[config.mk]
export PLATFORM = sky130hd
export DESIGN_NAME = sst_core
export DESIGN_NICKNAME = d
export VERILOG_FILES = /design/src/rtl/sst_pkg.sv /design/src/rtl/sst_core.sv
export SDC_FILE = /design/constraint.sdc
export NUM_CORES = 1
export LEC_CHECK = 0
export BUFFER_PORTS_ARGS = -buffer_cell sky130_fd_sc_hd__buf_4
export CAP_MARGIN = 5
export CORE_MARGIN = 4
export CORE_UTILIZATION = 49
export DETAILED_ROUTE_END_ITERATION = 7
export GPL_TIMING_DRIVEN = 0
export PLACE_DENSITY = 0.79
export SYNTH_ARGS = -nofsm -noshare
export SYNTH_HDL_FRONTEND = slang
export SYNTH_SLANG_ARGS = --single-unit
[constraint.sdc]
create_clock -name clk_sys_i -period 5.1 [get_ports clk_sys_i]
set_input_delay 0.255 -clock clk_sys_i [delete_from_list [all_inputs] [get_ports clk_sys_i]]
set_output_delay 0.255 -clock clk_sys_i [all_outputs]
set_load 0.02 [all_outputs]
[src/rtl/sst_pkg.sv]
// Purpose: constants and types for the synchronous serial transmit block
// Assumes: 250 MHz system clock, 8-bit register data on a plain port
// Notes: register offsets are byte addresses of aligned words
// Summary of operation
// - transfer active flag at status bit 3
// - shift active flag at status bit 2
// - status address write updates mode control
// - idle run bit 6 keeps block running
// - clock select 111 takes external clock
// - seven internal rates driven on clock pin
// - internal clock pin high at transfer start
// - internal clock pauses until software services
// - transmit on falling, receive on rising edge
// - mode field picks transmit, receive or both
// - load buffer, set go, send LSB first
// - buffer to shifter marks empty, raises interrupt in tx mode
// - internal transmit stalls until buffer written
// - hold previous last bit until first fall
// - clearing go finishes byte then drops active
// - abort stops at once, drops active
// - external go left set sends dummy, stops
// - mode 00 tx, 10 txrx, 11 rx
// - separate write and read data holders
package sst_pkg;
  localparam logic [3:0] ADDR_CTRL1 = 4'h0;
  localparam logic [3:0] ADDR_DATA = 4'h4;
  localparam logic [3:0] ADDR_STAT = 4'h8;
  localparam logic [3:0] ADDR_IDLE = 4'hC;
  localparam int BIT_GO = 7;
  localparam int BIT_ABORT = 6;
  localparam int BIT_XFER_ACT = 3;
  localparam int BIT_SHIFT_ACT = 2;
  localparam int BIT_IDLE_RUN = 6;
  localparam logic [2:0] SCK_EXT = 3'h7;
  localparam logic [1:0] MODE_TX = 2'h0;
  localparam logic [1:0] MODE_TXRX = 2'h2;
  localparam logic [1:0] MODE_RX = 2'h3;
  localparam logic [1:0] MODE_CTRL_RST = 2'h1;
  localparam logic [2:0] BIT_LAST = 3'h7;
  localparam logic [7:0] BASE_HALF = 8'h02;
  localparam int CLK_PERIOD_NS = 4;
  localparam int EXT_PHASE_MIN_NS = 16;
  localparam int EXT_PHASE_MIN_CYC = (EXT_PHASE_MIN_NS + CLK_PERIOD_NS - 1) / CLK_PERIOD_NS;

  typedef struct packed {
    logic go;
    logic abort;
    logic [1:0] mode;
    logic [2:0] sck_sel;
  } sst_ctrl1_s;

  typedef enum logic [1:0] {
    ST_IDLE = 2'b00,
    ST_SHIFT = 2'b01,
    ST_WAIT = 2'b10
  } sst_state_e;
endpackage

[src/rtl/sst_core.sv]
// Purpose: clocked synchronous serial transfer engine with its registers
// Assumes: pins are asynchronous to clk_sys_i; idle_i comes from local logic
// Notes: one byte of buffering each way, nothing more
`timescale 1ns/1ps
module sst_core (
  // clock and reset
  input wire logic clk_sys_i,
  input wire logic nrst_i,
  // register port
  input wire logic [3:0] addr_i,
  input wire logic [7:0] wdata_i,
  input wire logic wr_i,
  input wire logic rd_i,
  output logic [7:0] rdata_o,
  // processor state
  input wire logic idle_i,
  // serial pins
  input wire logic sck_i,
  output logic sck_o,
  output logic sck_oe_o,
  output logic so_o,
  input wire logic si_i,
  // interrupt request, one-cycle pulse
  output logic irq_o
);
  // ***************************************************
  // registers and state
  // ***************************************************
  sst_pkg::sst_ctrl1_s ctrl1;
  sst_pkg::sst_state_e state;
  logic [1:0] mode_ctrl;
  logic idle_run;
  logic idle_b0;
  logic [7:0] tx_buf;
  logic tx_full;
  logic [7:0] rx_buf;
  logic rx_full;
  logic [7:0] tx_sh;
  logic [7:0] rx_sh;
  logic [2:0] bit_cnt;
  logic last_byte;
  logic transfer_active_flag;
  logic [7:0] div_cnt;
  logic sck_q;
  logic sck_m;
  logic sck_s;
  logic sck_d;
  logic si_m;
  logic si_s;

  function automatic logic [7:0] half_period(input logic [2:0] sel);
    half_period = sst_pkg::BASE_HALF << sel;
  endfunction

  // ***************************************************
  // decode
  // ***************************************************
  wire wr_ctrl1 = wr_i && (addr_i == sst_pkg::ADDR_CTRL1);
  wire wr_data = wr_i && (addr_i == sst_pkg::ADDR_DATA);
  wire wr_stat = wr_i && (addr_i == sst_pkg::ADDR_STAT);
  wire wr_idle = wr_i && (addr_i == sst_pkg::ADDR_IDLE);
  wire rd_data = rd_i && (addr_i == sst_pkg::ADDR_DATA);
  wire ext_clk = (ctrl1.sck_sel == sst_pkg::SCK_EXT);
  wire run = !(idle_i && !idle_run);
  wire need_tx = (ctrl1.mode != sst_pkg::MODE_RX);
  wire need_rx = (ctrl1.mode == sst_pkg::MODE_TXRX) || (ctrl1.mode == sst_pkg::MODE_RX);
  wire tx_mode = (ctrl1.mode == sst_pkg::MODE_TX);
  wire serviced = (!need_tx || tx_full) && (!need_rx || !rx_full);
  wire shifting = (state == sst_pkg::ST_SHIFT);
  wire shift_active_flag = shifting;
  wire abort_wr = wr_ctrl1 && wdata_i[sst_pkg::BIT_ABORT];
  wire go_wr = wr_ctrl1 && wdata_i[sst_pkg::BIT_GO] && !abort_wr;
  wire start = go_wr && (state == sst_pkg::ST_IDLE);

  // ***************************************************
  // serial clock edges
  // ***************************************************
  wire tick = run && shifting && !ext_clk && (div_cnt == 8'h00);
  wire int_fall = tick && sck_q;
  wire int_rise = tick && !sck_q;
  wire ext_fall = sck_d && !sck_s;
  wire ext_rise = !sck_d && sck_s;
  wire fall_evt = run && shifting && (ext_clk ? ext_fall : int_fall);
  wire rise_evt = run && shifting && (ext_clk ? ext_rise : int_rise);
  wire byte_done = rise_evt && (bit_cnt == sst_pkg::BIT_LAST);
  wire tx_ready = !need_tx || tx_full;
  wire cont_int = tx_ready && !need_rx;
  wire finish = byte_done && (!ctrl1.go || last_byte);
  wire cont = byte_done && !finish && (ext_clk ? tx_ready : cont_int);
  wire dummy = byte_done && !finish && ext_clk && !tx_ready;
  wire to_wait = byte_done && !finish && !ext_clk && !cont_int;
  wire wait_exit = run && (state == sst_pkg::ST_WAIT) && ctrl1.go && serviced;
  wire begin_shift = (start && run && serviced) || wait_exit || cont;
  wire load = begin_shift && need_tx;
  wire [7:0] rx_next = {si_s, rx_sh[7:1]};

  // status and idle registers read back fixed ones in their reserved bits
  wire [7:0] stat_rd = {4'hF, transfer_active_flag, shift_active_flag, 2'h3};
  wire [7:0] idle_rd = {1'b1, idle_run, 5'h1F, idle_b0};
  wire [7:0] ctrl1_rd = {ctrl1.go, ctrl1.abort, ctrl1.mode, 1'b1, ctrl1.sck_sel};
  wire [7:0] rd_mux = (addr_i == sst_pkg::ADDR_CTRL1) ? ctrl1_rd :
                      (addr_i == sst_pkg::ADDR_DATA) ? rx_buf :
                      (addr_i == sst_pkg::ADDR_STAT) ? stat_rd :
                      (addr_i == sst_pkg::ADDR_IDLE) ? idle_rd : 8'h00;

  // ***************************************************
  // input synchronisers
  // ***************************************************
  always_ff @(posedge clk_sys_i or negedge nrst_i) begin
    if (!nrst_i) begin
      sck_m <= 1'b1;
      sck_s <= 1'b1;
      sck_d <= 1'b1;
      si_m <= 1'b0;
      si_s <= 1'b0;
    end else begin
      sck_m <= sck_i;
      sck_s <= sck_m;
      sck_d <= sck_s;
      si_m <= si_i;
      si_s <= si_m;
    end
  end

  // ***************************************************
  // register port
  // ***************************************************
  always_ff @(posedge clk_sys_i or negedge nrst_i) begin
    if (!nrst_i) begin
      ctrl1 <= '0;
      mode_ctrl <= sst_pkg::MODE_CTRL_RST;
      idle_run <= 1'b0;
      idle_b0 <= 1'b0;
      rdata_o <= 8'h00;
    end else begin
      if (wr_ctrl1) begin
        // bit 3 always reads one, so it is not stored
        ctrl1 <= {wdata_i[7:4], wdata_i[2:0]};
      end
      if (wr_stat) begin
        mode_ctrl <= wdata_i[3:2];
      end
      if (wr_idle) begin
        idle_run <= wdata_i[sst_pkg::BIT_IDLE_RUN];
        idle_b0 <= wdata_i[0];
      end
      rdata_o <= rd_i ? rd_mux : 8'h00;
    end
  end

  // ***************************************************
  // data holders
  // ***************************************************
  // a write in the same cycle as a load refills the buffer, nothing is lost
  always_ff @(posedge clk_sys_i or negedge nrst_i) begin
    if (!nrst_i) begin
      tx_buf <= 8'h00;
      tx_full <= 1'b0;
      rx_buf <= 8'h00;
      rx_full <= 1'b0;
    end else begin
      if (wr_data) begin
        tx_buf <= wdata_i;
      end
      tx_full <= wr_data || (tx_full && !load);
      if (byte_done && need_rx) begin
        rx_buf <= rx_next;
      end
      rx_full <= (byte_done && need_rx) || (rx_full && !rd_data);
    end
  end

  // ***************************************************
  // internal clock divider
  // ***************************************************
  always_ff @(posedge clk_sys_i or negedge nrst_i) begin
    if (!nrst_i) begin
      div_cnt <= 8'h00;
      sck_q <= 1'b1;
    end else if (!shifting || ext_clk) begin
      div_cnt <= half_period(ctrl1.sck_sel) - 8'h01;
      sck_q <= 1'b1;
    end else if (tick) begin
      div_cnt <= half_period(ctrl1.sck_sel) - 8'h01;
      sck_q <= !sck_q;
    end else if (run) begin
      div_cnt <= div_cnt - 8'h01;
    end
  end

  // ***************************************************
  // transfer control
  // ***************************************************
  always_ff @(posedge clk_sys_i or negedge nrst_i) begin
    if (!nrst_i) begin
      state <= sst_pkg::ST_IDLE;
      transfer_active_flag <= 1'b0;
      bit_cnt <= 3'h0;
      last_byte <= 1'b0;
      irq_o <= 1'b0;
    end else begin
      irq_o <= (load && tx_mode) || (byte_done && need_rx);
      if (abort_wr) begin
        state <= sst_pkg::ST_IDLE;
        transfer_active_flag <= 1'b0;
      end else begin
        case (state)
          sst_pkg::ST_IDLE: begin
            if (start) begin
              transfer_active_flag <= 1'b1;
              last_byte <= 1'b0;
              bit_cnt <= 3'h0;
              state <= (run && serviced) ? sst_pkg::ST_SHIFT : sst_pkg::ST_WAIT;
            end
          end
          sst_pkg::ST_SHIFT: begin
            if (rise_evt) begin
              bit_cnt <= bit_cnt + 3'h1;
            end
            if (finish) begin
              state <= sst_pkg::ST_IDLE;
              transfer_active_flag <= 1'b0;
            end else if (to_wait) begin
              state <= sst_pkg::ST_WAIT;
            end else if (dummy) begin
              last_byte <= 1'b1;
            end
          end
          sst_pkg::ST_WAIT: begin
            if (!ctrl1.go) begin
              state <= sst_pkg::ST_IDLE;
              transfer_active_flag <= 1'b0;
            end else if (wait_exit) begin
              state <= sst_pkg::ST_SHIFT;
              bit_cnt <= 3'h0;
            end
          end
          default: begin
            state <= sst_pkg::ST_IDLE;
            transfer_active_flag <= 1'b0;
          end
        endcase
      end
    end
  end

  // ***************************************************
  // shifters and pins
  // ***************************************************
  // serial out moves only on a falling edge, so the previous last bit stays
  always_ff @(posedge clk_sys_i or negedge nrst_i) begin
    if (!nrst_i) begin
      tx_sh <= 8'h00;
      rx_sh <= 8'h00;
      so_o <= 1'b1;
      sck_o <= 1'b1;
      sck_oe_o <= 1'b1;
    end else begin
      if (load) begin
        tx_sh <= tx_buf;
      end else if (fall_evt) begin
        so_o <= tx_sh[0];
        tx_sh <= {1'b1, tx_sh[7:1]};
      end
      if (rise_evt) begin
        rx_sh <= rx_next;
      end
      sck_o <= sck_q;
      sck_oe_o <= !ext_clk;
    end
  end

  // ***************************************************
  // checks
  // ***************************************************
  chk_stat_readback: assert property (@(posedge clk_sys_i) disable iff (!nrst_i)
    rd_i && (addr_i == sst_pkg::ADDR_STAT) |=> rdata_o[sst_pkg::BIT_XFER_ACT] == $past(transfer_active_flag))
    else $error("status read does not show transfer active");
  chk_shift_in_xfer: assert property (@(posedge clk_sys_i) disable iff (!nrst_i)
    shift_active_flag |-> transfer_active_flag)
    else $error("shift active without transfer active");
  chk_ext_no_drive: assert property (@(posedge clk_sys_i) disable iff (!nrst_i)
    ext_clk ##1 ext_clk |-> !sck_oe_o)
    else $error("clock pin driven in external mode");
  chk_sck_high_start: assert property (@(posedge clk_sys_i) disable iff (!nrst_i)
    $rose(transfer_active_flag) |-> ##1 sck_o)
    else $error("clock pin not high at start");
  chk_wait_clock_still: assert property (@(posedge clk_sys_i) disable iff (!nrst_i)
    (state == sst_pkg::ST_WAIT) [*3] |-> sck_o && $stable(so_o))
    else $error("clock moved during wait");
  chk_abort_now: assert property (@(posedge clk_sys_i) disable iff (!nrst_i)
    abort_wr |=> !transfer_active_flag && (state == sst_pkg::ST_IDLE))
    else $error("abort did not stop transfer");
  chk_load_irq: assert property (@(posedge clk_sys_i) disable iff (!nrst_i)
    load && tx_mode |=> irq_o && (tx_full == $past(wr_data)))
    else $error("load without empty flag and interrupt");
  chk_so_on_fall: assert property (@(posedge clk_sys_i) disable iff (!nrst_i)
    !$stable(so_o) |-> $past(fall_evt))
    else $error("serial out changed off a falling edge");
  chk_idle_freeze: assert property (@(posedge clk_sys_i) disable iff (!nrst_i)
    !run && !wr_i |=> $stable(state) && $stable(bit_cnt))
    else $error("block moved while stopped in idle");
  chk_stop_finish: assert property (@(posedge clk_sys_i) disable iff (!nrst_i)
    finish |=> !transfer_active_flag ##1 !transfer_active_flag)
    else $error("transfer active after finishing");
  cov_tx_byte: cover property (@(posedge clk_sys_i) disable iff (!nrst_i)
    byte_done && tx_mode);
  cov_wait: cover property (@(posedge clk_sys_i) disable iff (!nrst_i)
    to_wait ##[1:400] wait_exit);
  cov_abort: cover property (@(posedge clk_sys_i) disable iff (!nrst_i)
    shifting && abort_wr);
  cov_dummy: cover property (@(posedge clk_sys_i) disable iff (!nrst_i)
    dummy);
endmodule

# Word-level counts from Yosys, hierarchy flattened
# Cells that the tools add are included.
[totals] output_inout_bits=12 register_bits=76 inputBits=19 word_cells=174
[classes] n_reduce_logical=79 add_sub_neg=3 n_bitwise=2 shifts=1 n_mux=38 eq_ne=23
[ops] cell="$mux 8" n=10
[ops] cell="$logic_and 1x1->1" n=39
[ops] cell="$logic_not 1->1" n=17
[ops] cell="$sub 8x1->8 const B" n=2
[ops] cell="$mux 2" n=7
[ops] cell="$mux 1" n=13
[ops] cell="$mux 3" n=4
[ops] cell="$ne 2x2->1 const B" n=6
[ops] cell="$reduce_and 6->1" n=2
[ops] cell="$logic_or 1x1->1" n=10
[ops] cell="$pmux 3 s3" n=1
[ops] cell="$eq 4x4->1 const B" n=2
[ops] cell="$logic_not 8->1" n=1
[ops] cell="$shl 2x3->8 const A" n=1
[ops] cell="$eq 2x2->1 const B" n=3
[ops] cell="$eq 3x3->1 const B" n=2
[ops] cell="$ne 3x3->1 const B" n=2
[ops] cell="$pmux 2 s3" n=1
[ops] cell="$reduce_and 3->1" n=2
[ops] cell="$reduce_bool 2->1" n=3
[ops] cell="$eq 4x3->1 const B" n=1
[ops] cell="$logic_not 2->1" n=2
[ops] cell="$logic_not 4->1" n=1
[ops] cell="$ne 2x1->1 const B" n=2
[ops] cell="11 further kinds" n=12

# Longest topological paths before layout
[depth] word_depth=19 mapped_depth=9 depth_no_buf=7

# Least setup slack after synthesis
# No wires, ideal clock.
[synth_timing] kind="flip-flop to flip-flop" startpoint="register div_cnt[0]" endpoint="register tx_sh[7]" path_buffers=1 arrival_time_ns=2.497 stages_incl_launch_ff=9 setup_ns=0.079 setup_slack_ns=2.524 required_ns=5.021 period_less_slack_ns=2.576 cell_sequence="dfrtp_1 > inv_1 > ha_1 > or3b_2 > or4_4 > a2111oi_4 > o211a_1 > buf_6 > mux2i_1"
[synth_via] elab_chain_cells=13 word_cells_on_any_way=17 classes_between="mux (3); reduce/logical (14)"
[synth_lines] item="from (decl)" line="sst_core.sv:43" source="logic [7:0] div_cnt;"
[synth_lines] item="from (signal assigned)" line="sst_core.sv:181" source="div_cnt <= half_period(ctrl1.sck_sel) - 8'h01;"
[synth_lines] item="from (signal assigned)" line="sst_core.sv:184" source="div_cnt <= half_period(ctrl1.sck_sel) - 8'h01;"
[synth_lines] item="from (signal assigned)" line="sst_core.sv:187" source="div_cnt <= div_cnt - 8'h01;"
[synth_lines] item="$logic_not 8->1 *" line="sst_core.sv:78" source="wire tick = run && shifting && !ext_clk && (div_cnt == 8'h00);"
[synth_lines] item="$logic_and 1x1->1 *" line="sst_core.sv:78"
[synth_lines] item="$logic_and 1x1->1" line="sst_core.sv:80" source="wire int_rise = tick && !sck_q;"
[synth_lines] item="$mux 1" line="sst_core.sv:84" source="wire rise_evt = run && shifting && (ext_clk ? ext_rise : int_rise);"
[synth_lines] item="$logic_and 1x1->1" line="sst_core.sv:84"
[synth_lines] item="$logic_and 1x1->1" line="sst_core.sv:85" source="wire byte_done = rise_evt && (bit_cnt == sst_pkg::BIT_LAST);"
[synth_lines] item="$logic_and 1x1->1" line="sst_core.sv:88" source="wire finish = byte_done && (!ctrl1.go || last_byte);"
[synth_lines] item="$logic_not 1->1" line="sst_core.sv:89" source="wire cont = byte_done && !finish && (ext_clk ? tx_ready : cont_int);"
[synth_lines] item="$logic_and 1x1->1 (2 in a row)" line="sst_core.sv:89"
[synth_lines] item="$logic_or 1x1->1" line="sst_core.sv:93" source="wire begin_shift = (start && run && serviced) || wait_exit || cont;"
[synth_lines] item="$logic_and 1x1->1" line="sst_core.sv:94" source="wire load = begin_shift && need_tx;"
[synth_lines] item="$mux 8 or $reduce_bool 2->1 (tied branches)"
[synth_lines] item="to (signal assigned)" line="sst_core.sv:260" source="tx_sh <= tx_buf;"
[synth_lines] item="to (signal assigned)" line="sst_core.sv:263" source="tx_sh <= {1'b1, tx_sh[7:1]};"
[synth_lines] item="to (decl)" line="sst_core.sv:38" source="logic [7:0] tx_sh;"
# Every way passes the cells marked *; elsewhere a longest branch is shown, timed or not.
# A chain may end at the register's enable or synchronous reset.

# Worst setup path after layout
# Same ends and word-level chain as after synthesis.

==> summary.json <==
{
  "numCtsBuffers": {"value": 9},
  "p_sw": {"value": 0.000447, "unit": "W"},
  "timing.final.setup_violations": {"value": 0},
  "path_clk_slew": {"value": 80, "unit": "ps"},
  "most_used_cells_in_the_layout_excluding_fill_and_tap_cells": {"value": "68 x sky130_fd_sc_hd__dfrtp_1, 48 x sky130_fd_sc_hd__nand2_1, 30 x sky130_fd_sc_hd__buf_4"},
  "worst_path_cell_with_the_longest_stage_delay": {"value": "sky130_fd_sc_hd__a2111oi_4"},
  "drt-vias-per-instance": {"value": 5.55},
  "gr-usage-met1": {"value": 25.4, "unit": "%"},
  "design.core.area": {"value": 6870, "unit": "µm²"},
  "cts_tree": {"value": "built"},
  "p_leak": {"value": 1.86, "unit": "nW"},
  "synth_nets": {"value": 344},
  "drv_cap": {"value": 0},
  "post_cts.resized_instances": {"value": 0},
  "grt_usage": {"value": 18.6, "unit": "%"},
  "worst_ep_arrival_time": {"value": 3120, "unit": "ps"},
  "synth.area.top_cells": {"value": "sky130_fd_sc_hd__dfrtp_1 49%, sky130_fd_sc_hd__mux2_2 8.7%, sky130_fd_sc_hd__dfstp_2 5.3%"},
  "wl_per_cell": {"value": 15.6, "unit": "µm"},
  "worst_slew_margin_rel": {"value": 38.2, "unit": "%"},
  "gr-usage-met3": {"value": 4.71, "unit": "%"},
  "area.growth.synth_to_final": {"value": 16.2, "unit": "%"},
  "synth-seq-cells": {"value": 75},
  "total_clock_sinks": {"value": 75},
  "number_of_antenna_violations_at_the_first_check_in_global_routing": {"value": 0},
  "critPathBufInv": {"value": 2},
  "holdWs": {"value": 38.0, "unit": "ps"},
  "ctsHtreeMaxLevel": {"value": 3},
  "crit_path_max_incr_delay": {"value": 570, "unit": "ps"},
  "place.gp.congestion": {"value": 0.883},
  "seq_power_share": {"value": 50.1, "unit": "%"},
  "global_route.usage.met2": {"value": 28.8, "unit": "%"},
  "timing.critical_path.max_delay_family": {"value": "simple AND/OR/NAND/NOR gates"},
  "clockBufferDepth": {"value": 2},
  "timing.reg2reg.worst_path_depth": {"value": 8},
  "final.setup_skew": {"value": 5.91, "unit": "ps"},
  "p_per_cell_area": {"value": 363, "unit": "nW/µm²"},
  "syn-instance-count": {"value": 321},
  "pin_count_of_the_biggest_net_entering_global_routing": {"value": 76},
  "synth_async_sr_flop_share": {"value": 100, "unit": "%"},
  "initialDrtViolationCount": {"value": 101},
  "clock_power_share": {"value": 31.1, "unit": "%"},
  "endpoint": {"value": "tx_sh[7]"},
  "comb_power_share": {"value": 18.8, "unit": "%"},
  "worst-setup-path-type": {"value": "reg -> reg"},
  "synth-warning-count": {"value": 0},
  "place.detailed.hpwl": {"value": 5210, "unit": "µm"},
  "period_needed": {"value": 2850, "unit": "ps"},
  "drive_above_1_share": {"value": 24.9, "unit": "%"},
  "synth_seq_area_share": {"value": 54.0, "unit": "%"},
  "data_required_time_at_the_worst_endpoint": {"value": 5370, "unit": "ps"},
  "antenna_left": {"value": 0},
  "fp-row-count": {"value": 30},
  "critical_path_launch_point": {"value": "div_cnt[0]"},
  "insertion_delay_to_the_later_sink_of_the_worst_skew_pair": {"value": 340, "unit": "ps"},
  "fin_crit_sh": {"value": 55.9, "unit": "%"},
  "worstPathCellList": {"value": "inv_1, ha_1, or3b_2, or4_4, a2111oi_4, o211a_1, buf_6, mux2i_1"},
  "drcViolationCount": {"value": 0},
  "number_of_synthesized_flops_with_an_enable_pin": {"value": 0},
  "grt_overflow_total": {"value": 0},
  "synthDistinctLibCells": {"value": 54},
  "run_status": {"value": "finished clean"},
  "sw_ratio": {"value": 30.3, "unit": "%"},
  "worst_hold_path_type": {"value": "in -> async"},
  "cts_root_buffer": {"value": "sky130_fd_sc_hd__clkbuf_8"},
  "synth.top_cell.area_share": {"value": 48.7, "unit": "%"},
  "grt_pass1_wl": {"value": 12500, "unit": "µm"},
  "via_count": {"value": 2581},
  "grt_pass1_vias": {"value": 2557},
  "layout_commonest_cell": {"value": "sky130_fd_sc_hd__dfrtp_1"},
  "antenna_fix_cells": {"value": 0},
  "grt_busiest_layer": {"value": "met2"},
  "worst-path-stages": {"value": 8},
  "rsz_0062_raised_after_global_routing": {"value": "no"},
  "power_report.internal_total": {"value": 0.00103, "unit": "W"},
  "ir_drop": {"value": 0.202, "unit": "mV"},
  "worst-path-max-fanout": {"value": 9},
  "drt_pass1_iterations": {"value": 4},
  "ioPinCount": {"value": 31},
  "wl": {"value": 7270, "unit": "µm"},
  "layout.nets": {"value": 387},
  "ff2ff_setup_slack": {"value": 2250, "unit": "ps"},
  "syn-cell-area": {"value": 3490, "unit": "µm²"},
  "maxClockFrequency": {"value": 0.351, "unit": "GHz"},
  "fp.dieH": {"value": 92.5, "unit": "µm"},
  "synthesis.area_per_instance": {"value": 10.9, "unit": "µm²"},
  "die_width": {"value": 92.5, "unit": "µm"},
  "critPathLaunchType": {"value": "flip-flop"},
  "synth_ff_type": {"value": "sky130_fd_sc_hd__dfrtp_1"},
  "totalNegativeSetupSlack": {"value": 0, "unit": "ps"},
  "synth.largest_area_cell": {"value": "sky130_fd_sc_hd__dfrtp_1"},
  "r2r_start": {"value": "div_cnt[0]"},
  "design.die.area": {"value": 8550, "unit": "µm²"},
  "final_hold_viol_count": {"value": 0},
  "portBuffers": {"value": 30},
  "worst-slew-pin-transition": {"value": 912, "unit": "ps"},
  "final-max-slew-violation-count": {"value": 0},
  "crit-reg2reg-capture": {"value": "tx_sh[7]"},
  "floorplan.initialDensity": {"value": 50.9, "unit": "%"},
  "end_kind": {"value": "flip-flop"}
}
-- timing repair --
action / CTS / global route
buffers inserted: 0 / 0
hold buffers: 0 / 2
setup endpoints to repair: 0 / 0
hold endpoints to repair: 0 / 2
-- synthesized netlist by cell type, drive strengths merged, types with 5 or more instances --
cell type,n
dfrtp,68
nand2,48
mux2,27
o21ai,20
nor2,16
clkbuf,12
a21oi,11
inv,11
nand3,11
o211ai,8
dfstp,7
o2111ai,7
mux2i,6
nor3,6
nand2b,5
o22ai,5
-- metal layers --
metal  vias to the layer above  share of wire, %
met3                        13               4.8
met1                      1248                47
met2                        62                46
li1                       1258                 -
met4                         0               1.6
met5                         -                 0
-- worst register-to-register path: cells and delay by family, from the launching register on --
kind | cells | cell delay [ps]
buffers and inverters | 2 | 280
adder cells (fa/ha/maj) | 1 | 180
flip-flops | 1 | 390
multiplexers | 1 | 180
AO/OA/AOI/OAI | 2 | 800
AND/OR/NAND/NOR | 2 | 950
-- sequential cells by signal, summed over array words and instances, names as in the netlist, 2 cells and up --
name and count:
div_cnt 8, state 2, tx_buf 8, rx_sh 7
rdata_o 8, ctrl1 7, rx_buf 8, tx_sh 8
bit_cnt 3
-- worst min-delay path by stage --
stage	startpoint	endpoint	slack, ps	depth (start not counted)
after floorplan	nrst_i	bit_cnt[0]	-40	0
after global placement	si_m	si_s	340	0
after detailed placement	sck_m	sck_s	350	0
after CTS	si_i	si_m	3	1
after global routing	nrst_i	tx_buf[3]	110	1
final	nrst_i	tx_sh[5]	40	1
-- power groups by stage --
stage                     Combinational (W)  Clock, W  Sequential, W
after global placement             0.000265         0       0.000747
after CTS                          0.000278  0.000470       0.000737
after detailed placement           0.000277         0       0.000749
after floorplan                    0.000199         0       0.000728
after global routing               0.000318  0.000500       0.000749
final                              0.000278  0.000459       0.000739
-- metrics by stage --
step                power, W  util, %  instances  area, µm²  setup WS, ps
floorplan           0.000927        -        321       3490          2520
detailed placement   0.00103     55.9        447       3840          2270
CTS                  0.00148     58.8        463       4040          2250
global route         0.00157     59.1        465       4060          2100
finish               0.00148     59.1        465       4060          2250
global placement     0.00101     55.9        447       3840          2330
-- logic make-up after synthesis --
logic type               count (synthesis)  share of synthesized area, %
AO/OA/AOI/OAI                           74                          15.7
adder cells (fa/ha/maj)                  4                          1.43
AND/OR/NAND/NOR                        109                          15.4
XOR/XNOR                                 1                         0.251
flip-flops                              75                          54.0
multiplexers                            33                          10.4
buffers and inverters                   25                          2.90
-- cell type report --
| cell class | instances | area [µm²] |
|---|---|---|
| Clock buffer | 10 | 138 |
| Buffer | 13 | 56.3 |
| Multi-Input combinational cell | 221 | 1510 |
| Timing Repair Buffer | 32 | 245 |
| Fill cell | 591 | 2810 |
| Sequential cell | 75 | 1890 |
| Inverter | 12 | 45.0 |
| Tap cell | 96 | 120 |
| Clock inverter | 6 | 63.8 |
Power figures use the tool's default switching activity.
